==> src/spm_pkg.sv <==
// constants, state encodings and carrier structs of the switch power mode manager
// assumes one 10 MHz clock (aclk) and a synchronous active-low reset
package spm_pkg;

  // register indices; byte address is four times the index
  localparam logic [9:0] SPM_IDX_P1_CTRL  = 10'h01d;
  localparam logic [9:0] SPM_IDX_P2_CTRL  = 10'h02d;
  localparam logic [9:0] SPM_IDX_GMODE    = 10'h0c3;
  localparam logic [9:0] SPM_IDX_SLEEP    = 10'h0c4;
  localparam logic [9:0] SPM_IDX_STATUS   = 10'h0c6;

  // field positions
  localparam int SPM_PORT_PD_BIT  = 3;
  localparam int SPM_PLL_OFF_BIT  = 2;

  // reset values
  localparam logic [7:0] SPM_RST_GMODE     = 8'h00;
  localparam logic [7:0] SPM_RST_PORT_CTRL = 8'h00;
  localparam logic [7:0] SPM_RST_SLEEP     = 8'h00;

  // bus responses
  localparam logic [1:0] SPM_RESP_OKAY   = 2'h0;
  localparam logic [1:0] SPM_RESP_SLVERR = 2'h2;

  // timing: clock, sleep-delay unit, link pulse width and period
  localparam int SPM_CLK_PERIOD_NS    = 100;
  localparam int SPM_SLEEP_UNIT_NS    = 1000000;
  localparam int SPM_SLEEP_UNIT_CYC   = SPM_SLEEP_UNIT_NS / SPM_CLK_PERIOD_NS;
  localparam int SPM_PULSE_WIDTH_NS   = 120;
  localparam int SPM_PULSE_WIDTH_CYC  =
    (SPM_PULSE_WIDTH_NS + SPM_CLK_PERIOD_NS - 1) / SPM_CLK_PERIOD_NS;
  localparam int SPM_PULSE_PERIOD_NS  = 1000000000;
  localparam int SPM_PULSE_PERIOD_CYC = SPM_PULSE_PERIOD_NS / SPM_CLK_PERIOD_NS;
  localparam logic [9:0] SPM_PULSE_WIDTH = 10'(SPM_PULSE_WIDTH_CYC);

  // sleep counter saturation value
  localparam logic [8:0] SPM_SLEEP_CNT_MAX = 9'h1ff;

  // global mode field codes
  typedef enum logic [1:0] {
    SPM_MODE_NORMAL = 2'h0,
    SPM_MODE_ENERGY = 2'h1,
    SPM_MODE_SOFT   = 2'h2,
    SPM_MODE_SAVE   = 2'h3
  } spm_mode_t;

  // power manager states
  typedef enum logic [5:0] {
    SPM_ST_NORMAL    = 6'h01,
    SPM_ST_ED_AWAKE  = 6'h02,
    SPM_ST_ED_SLEEP  = 6'h04,
    SPM_ST_SOFT      = 6'h08,
    SPM_ST_SAVE      = 6'h10,
    SPM_ST_CHIP_DOWN = 6'h20
  } spm_state_t;

  // pin inputs from outside the clock domain
  typedef struct packed {
    logic       chip_shutdown_n;
    logic       port3_link_strap;
    logic [1:0] an_en;
    logic [1:0] link_up;
    logic [1:0] energy;
  } spm_pins_t;

  localparam spm_pins_t SPM_PINS_RST = 8'h80;

  // power enables driven to the rest of the chip
  typedef struct packed {
    logic       pll_en;
    logic       mac_en;
    logic       host_en;
    logic [1:0] phy_tx_en;
    logic [1:0] phy_rx_en;
    logic       chip_down;
  } spm_pwr_t;

  // reset lands in normal mode, so every enable is already on
  localparam spm_pwr_t SPM_PWR_RST = 8'hfe;

  typedef struct packed {
    spm_pins_t s1;
    spm_pins_t s2;
  } spm_sync_st_t;

  typedef struct packed {
    logic [23:0] cnt;
    logic        tick;
  } spm_tick_st_t;

endpackage

==> src/spm_manager.sv <==
// power mode manager of a three-port switch, with an AXI4-Lite register slave
// assumes pins are asynchronous (synchronised here); the bus master is on aclk
//
// The implementer's own choice: register access over AXI4-Lite.
`timescale 1ns/1ps
module spm_manager
  import spm_pkg::*;
#(
  parameter int UNIT_CYCLES  = SPM_SLEEP_UNIT_CYC,
  parameter int PULSE_PERIOD = SPM_PULSE_PERIOD_CYC
) (
  input  wire logic        aclk,
  input  wire logic        aresetn,
  input  wire logic [11:0] s_axi_awaddr,
  input  wire logic        s_axi_awvalid,
  output logic             s_axi_awready,
  input  wire logic [31:0] s_axi_wdata,
  input  wire logic [3:0]  s_axi_wstrb,
  input  wire logic        s_axi_wvalid,
  output logic             s_axi_wready,
  output logic [1:0]       s_axi_bresp,
  output logic             s_axi_bvalid,
  input  wire logic        s_axi_bready,
  input  wire logic [11:0] s_axi_araddr,
  input  wire logic        s_axi_arvalid,
  output logic             s_axi_arready,
  output logic [31:0]      s_axi_rdata,
  output logic [1:0]       s_axi_rresp,
  output logic             s_axi_rvalid,
  input  wire logic        s_axi_rready,
  input  wire spm_pins_t   pins,
  output spm_pwr_t         pwr,
  output logic [1:0]       link_pulse
);

  typedef struct packed {
    spm_state_t  st;
    logic        awready;
    logic        wready;
    logic        aw_ok;
    logic        w_ok;
    logic [9:0]  aw_idx;
    logic [31:0] wdata;
    logic        wstrb0;
    logic        bvalid;
    logic [1:0]  bresp;
    logic        arready;
    logic        rvalid;
    logic [1:0]  rresp;
    logic [31:0] rdata;
    logic [7:0]  p1_ctrl;
    logic [7:0]  p2_ctrl;
    logic [7:0]  gmode;
    logic [7:0]  sleep_dly;
    logic [8:0]  sleep_cnt;
    logic [9:0]  pulse_cnt;
    logic [1:0]  link_pulse;
    spm_pwr_t    pwr;
    logic        strap;
    logic [1:0]  strap_wait;
  } spm_mgr_st_t;

  spm_mgr_st_t r;
  spm_mgr_st_t next_r;
  spm_pins_t   p;
  logic        unit_tick;
  logic        sec_tick;
  logic        wr_go;
  logic        locked;
  logic        energy_any;
  logic        ed_mode;
  logic        run;
  logic [1:0]  port_pd;
  logic [1:0]  ps_idle;
  spm_mode_t   mode;

  spm_sync u_sync (
    .aclk    (aclk),
    .aresetn (aresetn),
    .din     (pins),
    .dout    (p)
  );

  spm_tick #(.PERIOD(UNIT_CYCLES)) u_unit (
    .aclk    (aclk),
    .aresetn (aresetn),
    .tick    (unit_tick)
  );

  spm_tick #(.PERIOD(PULSE_PERIOD)) u_second (
    .aclk    (aclk),
    .aresetn (aresetn),
    .tick    (sec_tick)
  );

  // all next-state logic: bus slave, registers, mode machine, power enables
  always_comb begin
    next_r     = r;
    mode       = spm_mode_t'(r.gmode[1:0]);
    energy_any = |p.energy;
    port_pd    = {r.p2_ctrl[SPM_PORT_PD_BIT], r.p1_ctrl[SPM_PORT_PD_BIT]};
    ps_idle    = p.an_en & ~p.link_up & ~p.energy;
    wr_go      = r.aw_ok && r.w_ok && !r.bvalid;
    // registers frozen while the device sleeps; mode register stays open except in chip down
    locked     = (r.st == SPM_ST_SOFT) || (r.st == SPM_ST_ED_SLEEP) ||
                 (r.st == SPM_ST_CHIP_DOWN);

    // address and data are taken in either order
    if (s_axi_awvalid && r.awready) begin
      next_r.awready = 1'b0;
      next_r.aw_ok   = 1'b1;
      next_r.aw_idx  = s_axi_awaddr[11:2];
    end
    if (s_axi_wvalid && r.wready) begin
      next_r.wready = 1'b0;
      next_r.w_ok   = 1'b1;
      next_r.wdata  = s_axi_wdata;
      next_r.wstrb0 = s_axi_wstrb[0];
    end

    // only byte lane 0 carries data; other lanes are ignored
    if (wr_go) begin
      next_r.aw_ok  = 1'b0;
      next_r.w_ok   = 1'b0;
      next_r.bvalid = 1'b1;
      next_r.bresp  = SPM_RESP_OKAY;
      case (r.aw_idx)
        SPM_IDX_P1_CTRL: begin
          if (locked) next_r.bresp = SPM_RESP_SLVERR;
          else if (r.wstrb0) next_r.p1_ctrl = r.wdata[7:0];
        end
        SPM_IDX_P2_CTRL: begin
          if (locked) next_r.bresp = SPM_RESP_SLVERR;
          else if (r.wstrb0) next_r.p2_ctrl = r.wdata[7:0];
        end
        SPM_IDX_GMODE: begin
          // writable in soft power down so the host can wake the chip
          if (r.st == SPM_ST_CHIP_DOWN) next_r.bresp = SPM_RESP_SLVERR;
          else if (r.wstrb0) next_r.gmode = r.wdata[7:0];
        end
        SPM_IDX_SLEEP: begin
          if (locked) next_r.bresp = SPM_RESP_SLVERR;
          else if (r.wstrb0) next_r.sleep_dly = r.wdata[7:0];
        end
        default: next_r.bresp = SPM_RESP_SLVERR;
      endcase
    end
    if (r.bvalid && s_axi_bready) begin
      next_r.bvalid  = 1'b0;
      next_r.awready = 1'b1;
      next_r.wready  = 1'b1;
    end

    // reads always answer; contents are retained in every mode
    if (s_axi_arvalid && r.arready) begin
      next_r.arready = 1'b0;
      next_r.rvalid  = 1'b1;
      next_r.rresp   = SPM_RESP_OKAY;
      next_r.rdata   = 32'h00000000;
      case (s_axi_araddr[11:2])
        SPM_IDX_P1_CTRL: next_r.rdata[7:0] = r.p1_ctrl;
        SPM_IDX_P2_CTRL: next_r.rdata[7:0] = r.p2_ctrl;
        SPM_IDX_GMODE:   next_r.rdata[7:0] = r.gmode;
        SPM_IDX_SLEEP:   next_r.rdata[7:0] = r.sleep_dly;
        SPM_IDX_STATUS:  next_r.rdata[7:0] = {r.strap, energy_any, r.st};
        default:         next_r.rresp = SPM_RESP_SLVERR;
      endcase
    end
    if (r.rvalid && s_axi_rready) begin
      next_r.rvalid  = 1'b0;
      next_r.arready = 1'b1;
    end

    // mode machine; the shutdown pin overrides every mode
    if (!p.chip_shutdown_n) begin
      next_r.st = SPM_ST_CHIP_DOWN;
    end else begin
      case (mode)
        SPM_MODE_NORMAL: next_r.st = SPM_ST_NORMAL;
        SPM_MODE_ENERGY: begin
          if (r.st == SPM_ST_ED_SLEEP)
            next_r.st = energy_any ? SPM_ST_ED_AWAKE : SPM_ST_ED_SLEEP;
          else if ((r.st == SPM_ST_ED_AWAKE) && (r.sleep_cnt > {1'b0, r.sleep_dly}))
            next_r.st = SPM_ST_ED_SLEEP;
          else
            next_r.st = SPM_ST_ED_AWAKE;
        end
        SPM_MODE_SOFT: next_r.st = SPM_ST_SOFT;
        SPM_MODE_SAVE: next_r.st = SPM_ST_SAVE;
        default:       next_r.st = SPM_ST_NORMAL;
      endcase
    end

    // sleep counter: restarts on energy, saturates so it cannot wrap back
    if ((r.st != SPM_ST_ED_AWAKE) || energy_any)
      next_r.sleep_cnt = 9'h000;
    else if (unit_tick && (r.sleep_cnt != SPM_SLEEP_CNT_MAX))
      next_r.sleep_cnt = r.sleep_cnt + 9'h001;

    // link pulses on unconnected ports while energy detect is selected
    ed_mode = (next_r.st == SPM_ST_ED_AWAKE) || (next_r.st == SPM_ST_ED_SLEEP);
    if (sec_tick && ed_mode)
      next_r.pulse_cnt = SPM_PULSE_WIDTH;
    else if (r.pulse_cnt != 10'h000)
      next_r.pulse_cnt = r.pulse_cnt - 10'h001;
    next_r.link_pulse = (next_r.pulse_cnt != 10'h000) && ed_mode ?
                        ~p.link_up & ~port_pd : 2'b00;

    // power enables follow the next state so they line up with it
    run = (next_r.st == SPM_ST_NORMAL) || (next_r.st == SPM_ST_SAVE) ||
          (next_r.st == SPM_ST_ED_AWAKE);
    next_r.pwr.pll_en    = run ||
      ((next_r.st == SPM_ST_ED_SLEEP) && !next_r.gmode[SPM_PLL_OFF_BIT]);
    next_r.pwr.mac_en    = run;
    next_r.pwr.host_en   = run;
    next_r.pwr.phy_tx_en = run ? ~port_pd : 2'b00;
    next_r.pwr.phy_rx_en = (next_r.st == SPM_ST_SAVE) ? ~port_pd & ~ps_idle :
                           (run ? ~port_pd : 2'b00);
    next_r.pwr.chip_down = (next_r.st == SPM_ST_CHIP_DOWN);

    // strap sampled until the synchroniser has flushed its reset value
    if (r.strap_wait != 2'b11) begin
      next_r.strap_wait = r.strap_wait + 2'b01;
      next_r.strap      = p.port3_link_strap;
    end
  end

  // state register; mode field comes out of reset as normal
  always_ff @(posedge aclk) begin
    if (!aresetn) begin
      r           <= '0;
      r.st        <= SPM_ST_NORMAL;
      r.awready   <= 1'b1;
      r.wready    <= 1'b1;
      r.arready   <= 1'b1;
      r.gmode     <= SPM_RST_GMODE;
      r.p1_ctrl   <= SPM_RST_PORT_CTRL;
      r.p2_ctrl   <= SPM_RST_PORT_CTRL;
      r.sleep_dly <= SPM_RST_SLEEP;
      r.pwr       <= SPM_PWR_RST;
    end else begin
      r <= next_r;
    end
  end

  assign s_axi_awready = r.awready;
  assign s_axi_wready  = r.wready;
  assign s_axi_bvalid  = r.bvalid;
  assign s_axi_bresp   = r.bresp;
  assign s_axi_arready = r.arready;
  assign s_axi_rvalid  = r.rvalid;
  assign s_axi_rresp   = r.rresp;
  assign s_axi_rdata   = r.rdata;
  assign pwr           = r.pwr;
  assign link_pulse    = r.link_pulse;
endmodule

==> src/spm_sync.sv <==
// two-flop synchroniser for the pin inputs of the power manager
// assumes pins are asynchronous to aclk and change slowly
`timescale 1ns/1ps
module spm_sync
  import spm_pkg::*;
(
  input  wire logic      aclk,
  input  wire logic      aresetn,
  input  wire spm_pins_t din,
  output spm_pins_t      dout
);

  spm_sync_st_t r;
  spm_sync_st_t next_r;

  // first stage feeds only the second stage
  always_comb begin
    next_r    = r;
    next_r.s1 = din;
    next_r.s2 = r.s1;
  end

  always_ff @(posedge aclk) begin
    if (!aresetn) begin
      r <= {SPM_PINS_RST, SPM_PINS_RST};
    end else begin
      r <= next_r;
    end
  end

  assign dout = r.s2;

endmodule

==> src/spm_tick.sv <==
// free-running divider giving a one-cycle tick every PERIOD clocks
// assumes PERIOD fits in 24 bits and is at least 2
`timescale 1ns/1ps
module spm_tick
  import spm_pkg::*;
#(
  parameter int PERIOD = 10000
) (
  input  wire logic aclk,
  input  wire logic aresetn,
  output logic      tick
);

  localparam logic [23:0] LAST = 24'(PERIOD - 1);

  spm_tick_st_t r;
  spm_tick_st_t next_r;

  // wrap at LAST and pulse once per wrap
  always_comb begin
    next_r      = r;
    next_r.tick = (r.cnt == LAST);
    next_r.cnt  = (r.cnt == LAST) ? 24'h000000 : r.cnt + 24'h000001;
  end

  always_ff @(posedge aclk) begin
    if (!aresetn) begin
      r <= '0;
    end else begin
      r <= next_r;
    end
  end

  assign tick = r.tick;

endmodule

==> config.mk <==
export PLATFORM = sky130hd
export DESIGN_NAME = spm_manager
export DESIGN_NICKNAME = d
export VERILOG_FILES = /design/src/spm_pkg.sv /design/src/spm_manager.sv /design/src/spm_sync.sv /design/src/spm_tick.sv
export SDC_FILE = /design/constraint.sdc
export NUM_CORES = 1
export LEC_CHECK = 0
export BUFFER_PORTS_ARGS = -buffer_cell sky130_fd_sc_hd__clkbuf_2
export CAP_MARGIN = 20
export CELL_PAD_IN_SITES_DETAIL_PLACEMENT = 1
export CELL_PAD_IN_SITES_GLOBAL_PLACEMENT = 2
export CORE_UTILIZATION = 31
export CTS_BUF_LIST = sky130_fd_sc_hd__clkbuf_8 sky130_fd_sc_hd__clkbuf_16
export DETAILED_ROUTE_END_ITERATION = 8
export PLACE_DENSITY_LB_ADDON = 0.15
export SLEW_MARGIN = 10
export SYNTH_ARGS = -nofsm -noshare
export SYNTH_HDL_FRONTEND = slang
export SYNTH_HIERARCHICAL = 1
export SYNTH_SLANG_ARGS = --single-unit
==> constraint.sdc <==
create_clock -name aclk -period 2 [get_ports aclk]
set_clock_uncertainty 0.15 [all_clocks]
set_input_delay 0 -clock aclk [delete_from_list [all_inputs] [get_ports aclk]]
set_output_delay 0 -clock aclk [all_outputs]
set_load 0.1 [all_outputs]
==> reports/results.ini <==
[synth]
syn_area_per_cell_um2 = 9.07
synth_top_cell_area_share_pct = 42.9
ys_warn_count = 6
synth-simple-area-share_pct = 26.1
synth_top_family_by_area = simple AND/OR/NAND/NOR gates
synth-async-reset-ratio_pct = 0
synth_xor_xnor_area_share_pct = 4.83
synth_compound_gate_area_share_pct = 10.5
postSynthCellCount = 880
synth_fa_ha_area_share_pct = 2.19
ys_ff_latch = 171
synth_largest_area_cell = dfxtp_1
yosysSeqAreaShare_pct = 42.9
synth-main-ff-cell = dfxtp_1
synth.cell_area_um2 = 7980
synth_edf_count = 0
ys_top_cells_by_area = dfxtp_1 43%, mux2i_1 4.9%, buf_4 4.5%
muxShareOfSynthArea_pct = 5.03
synth_cell_types = 69

[timing]
timing.slew.headroom_pct = 63.2
layout_min_cycle_time_ps = 2120
rsz0062_at_grt = yes
fin_ws_ps = -118
setup_violations = 10
timing.hold.ws_ps = 54.1
slew_viol_final = 0
fin_crit_sh_pct = 106
timing.fmax_mhz = 472
final_hold_viol_count = 0
tightest_slew_ps = 554
setup_tns_ps = -666

[final_layout]
final_area_um2 = 10500
layout.nets = 1158
drive_gt1_share_pct = 29.4
final_util_pct = 41.8
stdcell_count = 1412
area_growth_syn_to_layout_pct = 32.1
nFillCells = 2929
n_antenna_cell = 0
multi_input_comb_area_um2 = 4260
regArea_um2 = 3460

[drt]
wl_per_cell_um = 15.1
viasPerCell = 4.64
drtIter0Drc = 260
wl_um = 21300
postRouteAntennaNets = 0
routed-via-count = 6555
dr.pass1.iters = 6
drc = 0

[critical_path]
critPathArrivalTime_ps = 2290
start_kind = flip-flop
worstSetupPathType = reg2reg
worst_setup_path_end_kind = flip-flop
cp_top_family = simple AND/OR/NAND/NOR gates
critPathMaxStageDelay_ps = 350
path_cells = inv_1 > ha_4 > nand4_1 > or2_2 > o2111ai_2 > a211oi_2 > nor3_4 > a21bo_2
required_ps = 2170
path_max_fanout = 4
worst-path-buf-inv = 1
slowest_stage = dfxtp_2

[power_and_ir_drop]
total_power_mw = 9.22
power_density_nw_per_um2 = 874
cellLeakagePower_nw = 4.05
vdd_drop_max_uv = 469

[floorplan]
dieArea_um2 = 26400
die_h_um = 162
die_w_um = 162
core_area_um2 = 25300
row_count = 58
start_util_pct = 31.6
ios = 126

[global_route]
first_global_vias = 6676
grt_max_degree = 82
antenna_found_initial = 0
grt_pass1_wl_um = 34300
overflow = 0
grt_usage_pct = 16.4

[placed_design]
port_buffers = 68
placed_area_um2 = 9120
dp_hpwl_um = 15100
dp_slack_ps = -304
place.gp.congestion = 0.770
placed_cells = 1322

[clock_tree]
root_buffer = clkbuf_16
htree_levels = 4
cts_tree = yes
clock_path_buffers = 2
clk_transition_reported_paths_ps = 80
cts_inserted_buffers = 17
clk_latency_ps = 430
cts_sinks = 171

[outcome]
status = complete, but fails checks
violations = setup timing

[worst_hold_path]
hold_class = in2reg

[flow_run]
timing.max_cap.violations = 0

-- logic make-up after synthesis --
| kind of cell | Yosys count |
|---|---|
| AOI/OAI and AO/OA | 133 |
| buffers and inverters | 111 |
| other | 1 |
| adders and majority gates | 14 |
| and+or+nand+nor | 366 |
| xor gates and xnor gates | 44 |
| DFF | 171 |
| muxes | 40 |
-- tightest hold or removal path, cell delays in order --
cell and delay [ps]:
clkbuf_2 130, nor4_2 60, buf_4 160, a22oi_1 140, a31oi_1 90
-- cells in the mapped netlist (11+ instances only) --
cell,n
dfxtp_1,171
nand2_1,78
nor2_1,74
buf_4,48
nor2b_1,40
mux2i_1,39
o21ai_0,38
a21oi_1,27
xnor2_1,27
inv_1,26
clkbuf_1,23
a21boi_0,22
nand4_1,22
nand3_1,18
xor2_1,17
a22oi_1,16
nor3_1,16
or3_1,16
ha_1,14
nor4_1,12
and2_2,11
-- report_power, final --
group	total (mW)	switching (mW)	internal (mW)
clock	3.31	1.54	1.76
sequential	3.69	0.126	3.57
combinational	2.22	1.21	1.01
-- final cells by class --
cell class	instances	area share, %
multi-input cells	623	40.4
flip-flops and latches	171	32.8
well taps	330	3.91
inverters	26	0.925
clock inverters	15	1.53
clock buffers	17	4.03
repair buffers	230	16.5
-- cell usage in the layout, fill, tap and decap left out, types with 5 or more instances in the layout --
cell             n
a21boi_0        22
a21oi_1         24
a22oi_1         16
a31oi_1         10
and2_1          10
and2_2          11
and3_1           5
buf_4          107
buf_6            5
clkbuf_16       17
clkbuf_2        67
clkinvlp_4       5
conb_1          26
dfxtp_1        149
dfxtp_2         20
dlygate4sd3_1   45
ha_1             8
ha_4             5
inv_1           21
inv_2            5
mux2i_1         38
nand2_1         78
nand2b_1         7
nand3_1         16
nand3b_1         5
nand4_1         22
nor2_1          73
nor2b_1         39
nor3_1          15
nor4_1          10
o21ai_0         35
or3_1           13
or4_4            8
xnor2_1         27
xor2_1          17
-- sequential cells by signal (all words and copies together), names as in the netlist --
register and count:
r 77, u_second/r 24, u_unit/r 24, s_axi_rdata 8
u_sync/dout 8, u_sync/next_r 8, pwr 7, link_pulse 2
mode 2, port_pd 2, s_axi_arready 1, s_axi_awready 1
s_axi_bresp 1, s_axi_bvalid 1, s_axi_rresp 1, s_axi_rvalid 1
s_axi_wready 1, u_second/tick 1, u_unit/tick 1
-- worst paths after layout --
check	start	to	slack, ps	cells past startpoint
min	s_axi_araddr[6]	s_axi_rdata[0]	50	5
max reg2reg	r[34]	pwr[7]	-120	8
min reg2reg	u_sync/next_r[7]	u_sync/dout[7]	290	1
max	r[34]	pwr[7]	-120	8
-- what timing repair did --
action / in CTS / in global routing
gates cloned: 0 / 1
endpoints found under the setup margin: 51 / 55
hold endpoints to repair: 57 / 0
hold buffers: 45 / 0
resized for setup: 36 / 38
buffers inserted: 4 / 9
pin swaps: 13 / 22
-- metal layers --
layer  GRT usage, %  share of wire [%]  vias to the layer above
met2           27.6                 48                       69
met4           4.59                1.2                        0
met1           21.4                 49                     3111
met3           3.03                2.1                       13
li1               -                  -                     3362
met5              0                  0                        -
Note: power is estimated with default switching activity, not from simulation.
